**src/common/adcsif_defines.svh**
```systemverilog
`ifndef ADCSIF_DEFINES_SVH
`define ADCSIF_DEFINES_SVH
// Register byte offsets on the configuration link.
`define ADCSIF_OFF_DIE_ID 11'h000
`define ADCSIF_OFF_RST_PWR 11'h004
`define ADCSIF_OFF_SDI_CTL 11'h008
`define ADCSIF_OFF_SDO_CTL 11'h00C
`define ADCSIF_OFF_DOUT_CTL 11'h010
`define ADCSIF_OFF_PATTERN 11'h014
`define ADCSIF_OFF_CLK_BLOCK 11'h1D0
// Reset values.
`define ADCSIF_RST_REG 32'h00000000
`define ADCSIF_RST_DIE_ID 32'h000000A5
// Field positions.
`define ADCSIF_SDI_CPHA 0
`define ADCSIF_SDI_CPOL 1
`define ADCSIF_SDO_PROTO 0
`define ADCSIF_SDO_SRC_SYNC 1
`define ADCSIF_SDO_LANES_LO 2
`define ADCSIF_SDO_LANES_HI 3
`define ADCSIF_SDO_DDR 4
`define ADCSIF_SDO_SSCLK_LO 6
`define ADCSIF_SDO_SSCLK_HI 7
`define ADCSIF_RST_SOFT 0
`define ADCSIF_DOUT_PATTERN 0
`define ADCSIF_CLK_BLOCK_BIT 0
// Configuration frame: write flag, 11-bit address, 32-bit data.
`define ADCSIF_FRAME_BITS 6'h2C
`endif

```
**src/common/adcsif_pkg.sv**
```systemverilog
package adcsif_pkg;
   typedef enum logic [1:0] {
      ADCSIF_IDLE = 2'b00,
      ADCSIF_FRAME = 2'b01,
      ADCSIF_DONE = 2'b11
   } adcsif_state_e;
   typedef enum logic [1:0] {
      ADCSIF_LANE1 = 2'b00,
      ADCSIF_LANE2 = 2'b01,
      ADCSIF_LANE4 = 2'b11
   } adcsif_lanes_e;
endpackage : adcsif_pkg

```
**src/common/adcsif_clk_if.sv**
```systemverilog
`timescale 1ns/1ps
interface adcsif_clk_if;
   logic [1:0] sel;
   logic sclk_lvl;
   logic clk_lvl;
   logic clk_rise;
   logic clk_fall;
   modport core (output sel, output sclk_lvl, input clk_lvl, input clk_rise, input clk_fall);
   modport gen (input sel, input sclk_lvl, output clk_lvl, output clk_rise, output clk_fall);
endinterface : adcsif_clk_if

```
**src/logic/adcsif_clk_gen.sv**
```systemverilog
`timescale 1ns/1ps
module adcsif_clk_gen (
   input wire logic mclk,
   input wire logic rst,
   adcsif_clk_if.gen cif
);
   logic [2:0] div_q, div_d;
   logic lvl_q, lvl_d;
   logic rise_q, rise_d;
   logic fall_q, fall_d;

   // Code 00 follows the host clock; 01/10/11 use the internal clock /2, /4, /8.
   always_comb begin // see RULE_07
      div_d = div_q + 3'h1;
      case (cif.sel)
         2'b00: lvl_d = cif.sclk_lvl;
         2'b01: lvl_d = div_q[0];
         2'b10: lvl_d = div_q[1];
         2'b11: lvl_d = div_q[2];
         default: lvl_d = 1'b0;
      endcase
      rise_d = lvl_d & ~lvl_q;
      fall_d = ~lvl_d & lvl_q;
   end

   always_ff @(posedge mclk or posedge rst) begin
      if (rst) begin
         div_q <= 3'h0;
         lvl_q <= 1'b0;
         rise_q <= 1'b0;
         fall_q <= 1'b0;
      end else begin
         div_q <= div_d;
         lvl_q <= lvl_d;
         rise_q <= rise_d;
         fall_q <= fall_d;
      end
   end

   assign cif.clk_lvl = lvl_q;
   assign cif.clk_rise = rise_q;
   assign cif.clk_fall = fall_q;

   chk_div_src: assert property (@(posedge mclk) disable iff (rst)
      (cif.sel == 2'b01) ##1 (cif.sel == 2'b01)
      |=> (cif.clk_lvl != $past(cif.clk_lvl))) // see RULE_07
      else $error("internal clock divider stalled");
endmodule : adcsif_clk_gen

```
**src/logic/adcsif_core.sv**
```systemverilog
// What this block does
// RULE_01: Configuration always uses standard link on input lane.
// RULE_02: Output uses one, two or four lanes.
// RULE_03: Selectable standard or enhanced output protocol.
// RULE_04: Standard mode supports all four polarity/phase combinations.
// RULE_05: Enhanced mode: source- or system-synchronous clock.
// RULE_06: Enhanced mode: single or double data rate.
// RULE_07: Clock select: host clock, internal /1, /2, /4; the code divides mclk by 2, 4, 8.
// RULE_08: Block bit set ignores nonzero clock select writes.
// RULE_09: Reset restores all registers and protocol settings.
`timescale 1ns/1ps
`include "adcsif_defines.svh"
module adcsif_core #(
   parameter int DATA_W = 16,
   parameter logic [31:0] DIE_ID = `ADCSIF_RST_DIE_ID // Arbitrary value.
) (
   input wire logic mclk,
   input wire logic rst,
   input wire logic sclk,
   input wire logic cs_n,
   input wire logic sdi,
   input wire logic [DATA_W-1:0] conv_data,
   output logic [3:0] sdo,
   output logic rclk
);
   if (DATA_W < 4 || DATA_W > 32 || DATA_W % 4 != 0) begin : g_chk
      $error("DATA_W must be a multiple of 4 between 4 and 32");
   end

   adcsif_clk_if cif ();
   adcsif_clk_gen u_gen (.mclk(mclk), .rst(rst), .cif(cif));

   logic [31:0] sdi_ctl_q, sdi_ctl_d, sdo_ctl_q, sdo_ctl_d;
   logic [31:0] dout_ctl_q, dout_ctl_d, pat_q, pat_d, blk_q, blk_d, rpw_q, rpw_d;
   logic [43:0] in_sr_q, in_sr_d;
   logic [5:0] cnt_q, cnt_d;
   logic [31:0] out_sr_q, out_sr_d, rd_data_q, rd_data_d;
   logic rd_pend_q, rd_pend_d, rd_act_q, rd_act_d;
   logic [3:0] sdo_q, sdo_d;
   logic sclk_q;
   logic rclk_q, rclk_d;
   adcsif_pkg::adcsif_state_e st_q, st_d;
   logic s_rise, s_fall, lead, trail, cap_edge, host_launch, launch, frame_end;
   logic enh, ddr, src, cpol, cpha;
   logic [1:0] lanes;
   logic [10:0] addr;
   logic [31:0] wdata, rdmux;
   logic [DATA_W-1:0] sample;

   assign cpha = sdi_ctl_q[`ADCSIF_SDI_CPHA];
   assign cpol = sdi_ctl_q[`ADCSIF_SDI_CPOL];
   assign enh = sdo_ctl_q[`ADCSIF_SDO_PROTO]; // see RULE_03
   assign src = sdo_ctl_q[`ADCSIF_SDO_SRC_SYNC];
   assign ddr = sdo_ctl_q[`ADCSIF_SDO_DDR];
   assign lanes = sdo_ctl_q[`ADCSIF_SDO_LANES_HI:`ADCSIF_SDO_LANES_LO];
   assign s_rise = sclk & ~sclk_q;
   assign s_fall = ~sclk & sclk_q;
   // Leading edge is the first edge away from the idle level set by polarity.
   assign lead = cpol ? s_fall : s_rise; // see RULE_04
   assign trail = cpol ? s_rise : s_fall; // see RULE_04
   // Configuration capture ignores the output protocol select entirely.
   assign cap_edge = ~cs_n & (cpha ? trail : lead); // see RULE_01
   assign host_launch = cpha ? lead : trail;
   assign addr = in_sr_q[42:32];
   assign wdata = in_sr_q[31:0];
   assign frame_end = (st_q == adcsif_pkg::ADCSIF_FRAME) & cs_n;
   assign cif.sel = sdo_ctl_q[`ADCSIF_SDO_SSCLK_HI:`ADCSIF_SDO_SSCLK_LO];
   assign cif.sclk_lvl = sclk;
   assign sample = dout_ctl_q[`ADCSIF_DOUT_PATTERN] ? pat_q[DATA_W-1:0] : conv_data;

   // Output launch edge selection per protocol.
   always_comb begin
      if (!enh) begin
         launch = host_launch; // see RULE_04
      end else if (src) begin
         launch = cif.clk_rise | (ddr & cif.clk_fall); // see RULE_05, RULE_06
      end else begin
         launch = s_rise | (ddr & s_fall); // see RULE_05, RULE_06
      end
   end

   always_comb begin
      case (addr)
         `ADCSIF_OFF_DIE_ID: rdmux = DIE_ID;
         `ADCSIF_OFF_RST_PWR: rdmux = rpw_q;
         `ADCSIF_OFF_SDI_CTL: rdmux = sdi_ctl_q;
         `ADCSIF_OFF_SDO_CTL: rdmux = sdo_ctl_q;
         `ADCSIF_OFF_DOUT_CTL: rdmux = dout_ctl_q;
         `ADCSIF_OFF_PATTERN: rdmux = pat_q;
         `ADCSIF_OFF_CLK_BLOCK: rdmux = blk_q;
         default: rdmux = 32'h00000000;
      endcase
   end

   // Frame sequencer and configuration register file.
   always_comb begin
      st_d = st_q;
      in_sr_d = in_sr_q;
      cnt_d = cnt_q;
      sdi_ctl_d = sdi_ctl_q;
      sdo_ctl_d = sdo_ctl_q;
      dout_ctl_d = dout_ctl_q;
      pat_d = pat_q;
      blk_d = blk_q;
      rpw_d = rpw_q;
      rd_pend_d = rd_pend_q;
      rd_data_d = rd_data_q;
      case (st_q)
         adcsif_pkg::ADCSIF_IDLE: begin
            if (!cs_n) begin
               st_d = adcsif_pkg::ADCSIF_FRAME;
               cnt_d = 6'h00;
               rd_pend_d = 1'b0;
            end
         end
         adcsif_pkg::ADCSIF_FRAME: begin
            if (cs_n) begin
               st_d = adcsif_pkg::ADCSIF_DONE;
            end else if (cap_edge) begin
               in_sr_d = {in_sr_q[42:0], sdi}; // see RULE_01
               if (cnt_q != 6'h3F) begin
                  cnt_d = cnt_q + 6'h01;
               end
            end
         end
         adcsif_pkg::ADCSIF_DONE: begin
            st_d = adcsif_pkg::ADCSIF_IDLE;
            if (cnt_q == `ADCSIF_FRAME_BITS && in_sr_q[43]) begin
               case (addr)
                  `ADCSIF_OFF_RST_PWR: rpw_d = wdata;
                  `ADCSIF_OFF_SDI_CTL: sdi_ctl_d = wdata;
                  `ADCSIF_OFF_SDO_CTL: begin
                     sdo_ctl_d = wdata;
                     // A blocked nonzero clock select keeps the old field.
                     if (blk_q[`ADCSIF_CLK_BLOCK_BIT] &&
                         wdata[`ADCSIF_SDO_SSCLK_HI:`ADCSIF_SDO_SSCLK_LO] != 2'b00) begin
                        sdo_ctl_d[`ADCSIF_SDO_SSCLK_HI:`ADCSIF_SDO_SSCLK_LO] =
                           sdo_ctl_q[`ADCSIF_SDO_SSCLK_HI:`ADCSIF_SDO_SSCLK_LO]; // see RULE_08
                     end
                  end
                  `ADCSIF_OFF_DOUT_CTL: dout_ctl_d = wdata;
                  `ADCSIF_OFF_PATTERN: pat_d = wdata;
                  `ADCSIF_OFF_CLK_BLOCK: blk_d = wdata;
                  default: ;
               endcase
               // Soft reset restores every register, itself included.
               if (addr == `ADCSIF_OFF_RST_PWR && wdata[`ADCSIF_RST_SOFT]) begin
                  rpw_d = `ADCSIF_RST_REG; // see RULE_09
                  sdi_ctl_d = `ADCSIF_RST_REG;
                  sdo_ctl_d = `ADCSIF_RST_REG;
                  dout_ctl_d = `ADCSIF_RST_REG;
                  pat_d = `ADCSIF_RST_REG;
                  blk_d = `ADCSIF_RST_REG;
               end
            end else if (cnt_q == `ADCSIF_FRAME_BITS) begin
               rd_pend_d = 1'b1;
               rd_data_d = rdmux;
            end
         end
         default: st_d = adcsif_pkg::ADCSIF_IDLE;
      endcase
   end

   // Output shifter: register reads go out on lane 0 in the next frame.
   always_comb begin
      out_sr_d = out_sr_q;
      rd_act_d = rd_act_q;
      sdo_d = sdo_q;
      rclk_d = (enh & src) ? cif.clk_lvl : 1'b0; // see RULE_05
      if (st_q == adcsif_pkg::ADCSIF_IDLE && !cs_n) begin
         rd_act_d = rd_pend_q;
         out_sr_d = rd_pend_q ? rd_data_q : {sample, {(32 - DATA_W){1'b0}}};
      end else if (!cs_n && launch) begin
         if (rd_act_q || lanes == adcsif_pkg::ADCSIF_LANE1) begin
            out_sr_d = {out_sr_q[30:0], 1'b0};
         end else if (lanes == adcsif_pkg::ADCSIF_LANE2) begin
            out_sr_d = {out_sr_q[29:0], 2'b00}; // see RULE_02
         end else if (lanes == adcsif_pkg::ADCSIF_LANE4) begin
            out_sr_d = {out_sr_q[27:0], 4'h0}; // see RULE_02
         end else begin
            out_sr_d = {out_sr_q[30:0], 1'b0};
         end
      end
      if (rd_act_d || lanes == adcsif_pkg::ADCSIF_LANE1 || lanes == 2'b10) begin
         sdo_d = {3'b000, out_sr_d[31]};
      end else if (lanes == adcsif_pkg::ADCSIF_LANE2) begin
         sdo_d = {2'b00, out_sr_d[31:30]};
      end else begin
         sdo_d = out_sr_d[31:28];
      end
   end

   always_ff @(posedge mclk or posedge rst) begin
      if (rst) begin // see RULE_09
         st_q <= adcsif_pkg::ADCSIF_IDLE;
         in_sr_q <= 44'h00000000000;
         cnt_q <= 6'h00;
         sdi_ctl_q <= `ADCSIF_RST_REG;
         sdo_ctl_q <= `ADCSIF_RST_REG;
         dout_ctl_q <= `ADCSIF_RST_REG;
         pat_q <= `ADCSIF_RST_REG;
         blk_q <= `ADCSIF_RST_REG;
         rpw_q <= `ADCSIF_RST_REG;
         rd_pend_q <= 1'b0;
         rd_data_q <= 32'h00000000;
         rd_act_q <= 1'b0;
         out_sr_q <= 32'h00000000;
         sdo_q <= 4'h0;
         rclk_q <= 1'b0;
         sclk_q <= 1'b0;
      end else begin
         st_q <= st_d;
         in_sr_q <= in_sr_d;
         cnt_q <= cnt_d;
         sdi_ctl_q <= sdi_ctl_d;
         sdo_ctl_q <= sdo_ctl_d;
         dout_ctl_q <= dout_ctl_d;
         pat_q <= pat_d;
         blk_q <= blk_d;
         rpw_q <= rpw_d;
         rd_pend_q <= rd_pend_d;
         rd_data_q <= rd_data_d;
         rd_act_q <= rd_act_d;
         out_sr_q <= out_sr_d;
         sdo_q <= sdo_d;
         rclk_q <= rclk_d;
         sclk_q <= sclk;
      end
   end

   assign sdo = sdo_q;
   assign rclk = rclk_q;

   chk_cfg_ignores_mode: assert property (@(posedge mclk) disable iff (rst)
      (st_q == adcsif_pkg::ADCSIF_FRAME && !cs_n && cap_edge) |=>
      in_sr_q[0] == $past(sdi)) // see RULE_01
      else $error("configuration bit not captured from input lane");
   chk_lane_one_idle: assert property (@(posedge mclk) disable iff (rst)
      (lanes == adcsif_pkg::ADCSIF_LANE1) |=> sdo_q[3:1] == 3'b000) // see RULE_02
      else $error("unused output lanes driven in single lane mode");
   chk_std_no_rclk: assert property (@(posedge mclk) disable iff (rst)
      !enh |=> !rclk_q) // see RULE_03
      else $error("output clock running in standard protocol");
   chk_cpol_edge: assert property (@(posedge mclk) disable iff (rst)
      (!enh && !cs_n && !cpha && cpol && s_rise && lanes == adcsif_pkg::ADCSIF_LANE1
       && st_q == adcsif_pkg::ADCSIF_FRAME) |=>
      out_sr_q == {$past(out_sr_q[30:0]), 1'b0}) // see RULE_04
      else $error("standard mode missed its launch edge");
   chk_src_clock: assert property (@(posedge mclk) disable iff (rst)
      (enh && src) ##1 (enh && src) |-> rclk_q == $past(cif.clk_lvl)) // see RULE_05
      else $error("source synchronous clock not forwarded");
   chk_sdr_fall: assert property (@(posedge mclk) disable iff (rst)
      (enh && !src && !ddr && s_fall && !s_rise && st_q == adcsif_pkg::ADCSIF_FRAME && !cs_n)
      |=> out_sr_q == $past(out_sr_q)) // see RULE_06
      else $error("single data rate shifted on falling edge");
   chk_ssclk_block: assert property (@(posedge mclk) disable iff (rst)
      (blk_q[`ADCSIF_CLK_BLOCK_BIT] && st_q == adcsif_pkg::ADCSIF_DONE && in_sr_q[43]
       && addr == `ADCSIF_OFF_SDO_CTL && wdata[7:6] != 2'b00 && cnt_q == `ADCSIF_FRAME_BITS)
      |=> sdo_ctl_q[7:6] == $past(sdo_ctl_q[7:6])) // see RULE_08
      else $error("blocked clock select write took effect");
   chk_reset_state: assert property (@(posedge mclk)
      $fell(rst) |-> sdo_ctl_q == `ADCSIF_RST_REG && sdi_ctl_q == `ADCSIF_RST_REG
      && st_q == adcsif_pkg::ADCSIF_IDLE) // see RULE_09
      else $error("registers not at reset value after reset");
   cov_quad: cover property (@(posedge mclk) disable iff (rst)
      lanes == adcsif_pkg::ADCSIF_LANE4 && launch && !cs_n);
   cov_ddr_src: cover property (@(posedge mclk) disable iff (rst)
      enh && src && ddr && cif.clk_fall && !cs_n);
   cov_write: cover property (@(posedge mclk) disable iff (rst)
      st_q == adcsif_pkg::ADCSIF_DONE && in_sr_q[43] && cnt_q == `ADCSIF_FRAME_BITS);
endmodule : adcsif_core

```
**config.mk**
```make
export PLATFORM = sky130hd
export DESIGN_NAME = adcsif_core
export DESIGN_NICKNAME = d
export VERILOG_FILES = /design/src/common/adcsif_pkg.sv /design/src/common/adcsif_clk_if.sv /design/src/logic/adcsif_clk_gen.sv /design/src/logic/adcsif_core.sv
export VERILOG_INCLUDE_DIRS = /design/src /design/src/common
export SDC_FILE = /design/constraint.sdc
export NUM_CORES = 1
export LEC_CHECK = 0
export BUFFER_PORTS_ARGS = -buffer_cell sky130_fd_sc_hd__buf_4
export CAP_MARGIN = 20
export CORE_MARGIN = 3
export CORE_UTILIZATION = 40
export CTS_CLUSTER_SIZE = 20
export DETAILED_ROUTE_END_ITERATION = 7
export GPL_TIMING_DRIVEN = 0
export PLACE_DENSITY = 0.52
export SETUP_SLACK_MARGIN = 0.02
export SLEW_MARGIN = 10
export SYNTH_ARGS = -nofsm -noshare
export SYNTH_HDL_FRONTEND = slang
export SYNTH_SLANG_ARGS = --single-unit
```
**constraint.sdc**
```tcl
create_clock -name mclk -period 12.67 [get_ports mclk]
set_input_delay 2.534 -clock mclk [delete_from_list [all_inputs] [get_ports mclk]]
set_output_delay 2.534 -clock mclk [all_outputs]
set_load 0.01 [all_outputs]
```
==> run metrics <==
Worst path slowest cell=nor3_2; CP endpoint kind=flip-flop; Max clock buf depth=3; launch point of the worst path=cs_n; row count=69; outcome=finished, final reports clean; Max IR drop VDD=0.0000837 V; most used cell along the critical path=clkbuf_1; number of buffers added on ports=25; Critical Path Max Stage Delay=0.60 ns; logic gate share of total power=0.098; RSZ-0062 raised after global routing=no; WP data required=13.10 ns; leading area contributor after synthesis=dfrtp_1; critical path type=in -> reg; post-CTS setup buffer count=0; gr usage total=0.229; die area=39100 um2; Setup-failing EPs final=0; period utilization=0.323; via count=10900; Ys Warns=0; Final Hold Vio Count=0; utilization after layout=0.468; crit path DAT=4.53 ns; Num CTS Buffers=38; GRT overflow=0; Main synth FF type=dfrtp_1; max cap viols=0; core area=35900 um2; Clock transition at path regs=0.06 ns; Finished Cell Area=16800 um2; pwr/cell area=149 nW/um2; Cell Int Power=1870 uW; crit path to=out_sr_q[2]; chip width=198 um; Post-CTS Hold Buffers=0; H-tree depth=2; FF+latch count, synth=322; type of the worst min-delay path=reg -> reg; layout cells sized above 1=0.137; EDFF count, synth=0; Clock power frac=0.449; R2R Path Start=in_sr_q[37]; sequential share of the synthesized area=0.549; critical-path maximum fanout=10; first-pass GRT wire length=68200 um; NetSw=628 uW; Sink Count=322; Slew Limit Fails=0; DR vias/cell=5.55; register area=8060 um2; PostCTS Resize Cnt=0; Post-layout nets=1508; DP Wirelength=30900 um; Cell Area, Synth=14700 um2; worst-margin pin slew=1.03 ns; Initial Util=0.409; Final Wtd Congestion=0.838; hold_sp=u_gen.cif.clk_lvl; worst flop-to-flop path endpoint=dout_ctl_q[17]; sw frac=0.251; placed cell area=15500 um2; crit start category=input port; CTS root buf=clkbuf_16; Antenna Cells=0; Die H=198 um; Fmax=0.244 GHz; antenna violations before repair=0; Synth cell types=58; First DRT Iteration DRCs=714; I/O pin count=26; DRT Wirelength=43700 um; Tmin final=4.10 ns; Cells after Synth=1416; WL/cell=22.2 um; Fillers=3422; Mean Syn Cell Area=10.4 um2; vias in the first global route=11200; CP Cell Sequence=buf_4 -> nor3_2 -> clkbuf_1 -> clkbuf_1 -> nand3_1 -> o31ai_1; async set-reset flop share out of synthesis=1.00; area of the multi-input gates=6070 um2; R2R setup slack=9.72 ns; worst skew pair latency=0.54 ns; Layout Skew=0.0216 ns; CTS tree=done; Area Overhead vs Synth=14.5%; Synth area leaders=dfrtp_1, nand2_1, o21ai_0; DRC errors left=0; leakage power=0.00721 uW; largest net degree at the start of global routing=116; R2R depth=7; drt pass-1 iters=5; Yosys top cell area share=0.549; slew margin rel.=0.314; sequential power share=0.453; Routed Antenna Nets=0; Post-Syn Nets=1440
-- power by group through the flow --
stage / Sequential, uW / Clock, uW / Combinational, uW
after floorplan: 1130 / 0 / 175
after global placement: 1150 / 0 / 240
after detailed placement: 1150 / 0 / 247
after CTS: 1130 / 1140 / 247
after global routing: 1140 / 1180 / 276
final: 1130 / 1120 / 245
-- critical path: cells and delay by family --
family	cells	cell delay (ns)
AO/OA/AOI/OAI	1	0.10
buffers and inverters	3	1.11
AND/OR/NAND/NOR	2	0.77
-- through the flow --
stage / std cells / worst slack, ns / power, uW / TNS, ns / hold slack [ns]
global route: 1970 / 8.41 / 2600 / 0 / 0.472
CTS: 1970 / 8.60 / 2520 / 0 / 0.445
finish: 1970 / 8.57 / 2500 / 0 / 0.442
detailed placement: 1905 / 8.04 / 1400 / 0 / 0.437
global placement: 1902 / -2.78 / 1390 / -883.77 / 0.437
floorplan: 1416 / 1.22 / 1310 / 0 / 0.410
-- placed cells by master, fill, tap and decap left out, types with 5 or more instances in the layout --
master / count
o21ai_2: 35
buf_2: 15
dfrtp_1: 322
o211ai_1: 12
mux2i_1: 93
o21ai_0: 222
nor2b_1: 5
nand3_1: 23
a221o_1: 26
a21oi_1: 15
a221oi_1: 34
inv_1: 13
nor2_1: 47
clkbuf_16: 41
clkbuf_1: 75
mux2_4: 38
a22oi_1: 13
clkbuf_8: 8
nand2_1: 302
buf_4: 28
o21ai_1: 25
buf_1: 7
buf_6: 12
and2_1: 7
xor2_1: 6
mux2_2: 7
and3_1: 5
-- Yosys cell counts, types with 4 or more instances --
library cell / number
dfrtp_1: 322
nand2_1: 302
o21ai_0: 222
mux2i_1: 93
clkbuf_1: 66
nor2_1: 47
mux2_4: 38
o21ai_2: 35
a221oi_1: 34
a221o_1: 26
o21ai_1: 25
nand3_1: 23
a21oi_1: 15
buf_2: 15
inv_1: 14
a22oi_1: 13
buf_6: 12
o211ai_1: 12
and2_1: 7
buf_1: 7
mux2_2: 7
xor2_1: 6
and3_1: 5
nor2b_1: 5
nand2b_1: 4
nand4_1: 4
nor3_2: 4
o22a_1: 4
-- area by class of cell --
cell class | instances | area share
Buffer | 103 | 0.0301
Clock buffer | 58 | 0.0695
Clock inverter | 7 | 0.00655
Inverter | 14 | 0.00357
Multi-Input combinational cell | 977 | 0.361
Sequential cell | 322 | 0.479
Tap cell | 461 | 0.0343
Timing Repair Buffer | 28 | 0.0161
-- layer usage --
| layer | wire (um) | GRT usage | up-vias |
|---|---|---|---|
| met3 | 1750 | 0.0304 | 68 |
| li1 | - | - | 5153 |
| met2 | 20500 | 0.377 | 239 |
| met1 | 20300 | 0.318 | 5474 |
| met5 | 0 | 0 | - |
| met4 | 1130 | 0.0666 | 0 |
-- how the worst min path moves through the flow --
stage / end / slack [ns] / cells after the start
floorplan: u_gen.cif.clk_rise / 0.41 / 1
global placement: u_gen.cif.clk_rise / 0.44 / 1
detailed placement: u_gen.cif.clk_rise / 0.44 / 1
CTS: u_gen.cif.clk_rise / 0.44 / 1
global route: u_gen.cif.clk_rise / 0.47 / 1
finish: u_gen.cif.clk_rise / 0.44 / 1
-- cell families (layout without fill, tap and decap cells) --
logic type                 count (synthesis)  count (layout)  synth area share
muxes                                    139             139             0.109
AOI/OAI and AO/OA                        410             410             0.178
xor gates and xnor gates                   6               6           0.00358
buffers and inverters                    117             210            0.0381
and+or+nand+nor                          419             419             0.121
adders and majority gates                  3               3           0.00256
DFF                                      322             322             0.549
-- registers in the layout (all words and copies together) (netlist names) --
register            cells
blk_q                  32
rpw_q                  32
dout_ctl_q             32
u_gen.cif.clk_fall      1
st_q                    2
u_gen.cif.clk_lvl       1
sdo                     4
u_gen.cif.clk_rise      1
rclk                    1
out_sr_q               32
rd_data_q              32
rd_pend_q               1
sclk_q                  1
u_gen.div_q             3
pat_q                  32
sdo_ctl_q              32
in_sr_q                44
cnt_q                   6
rd_act_q                1
sdi_ctl_q              32
(Power assumes the default switching activity.)
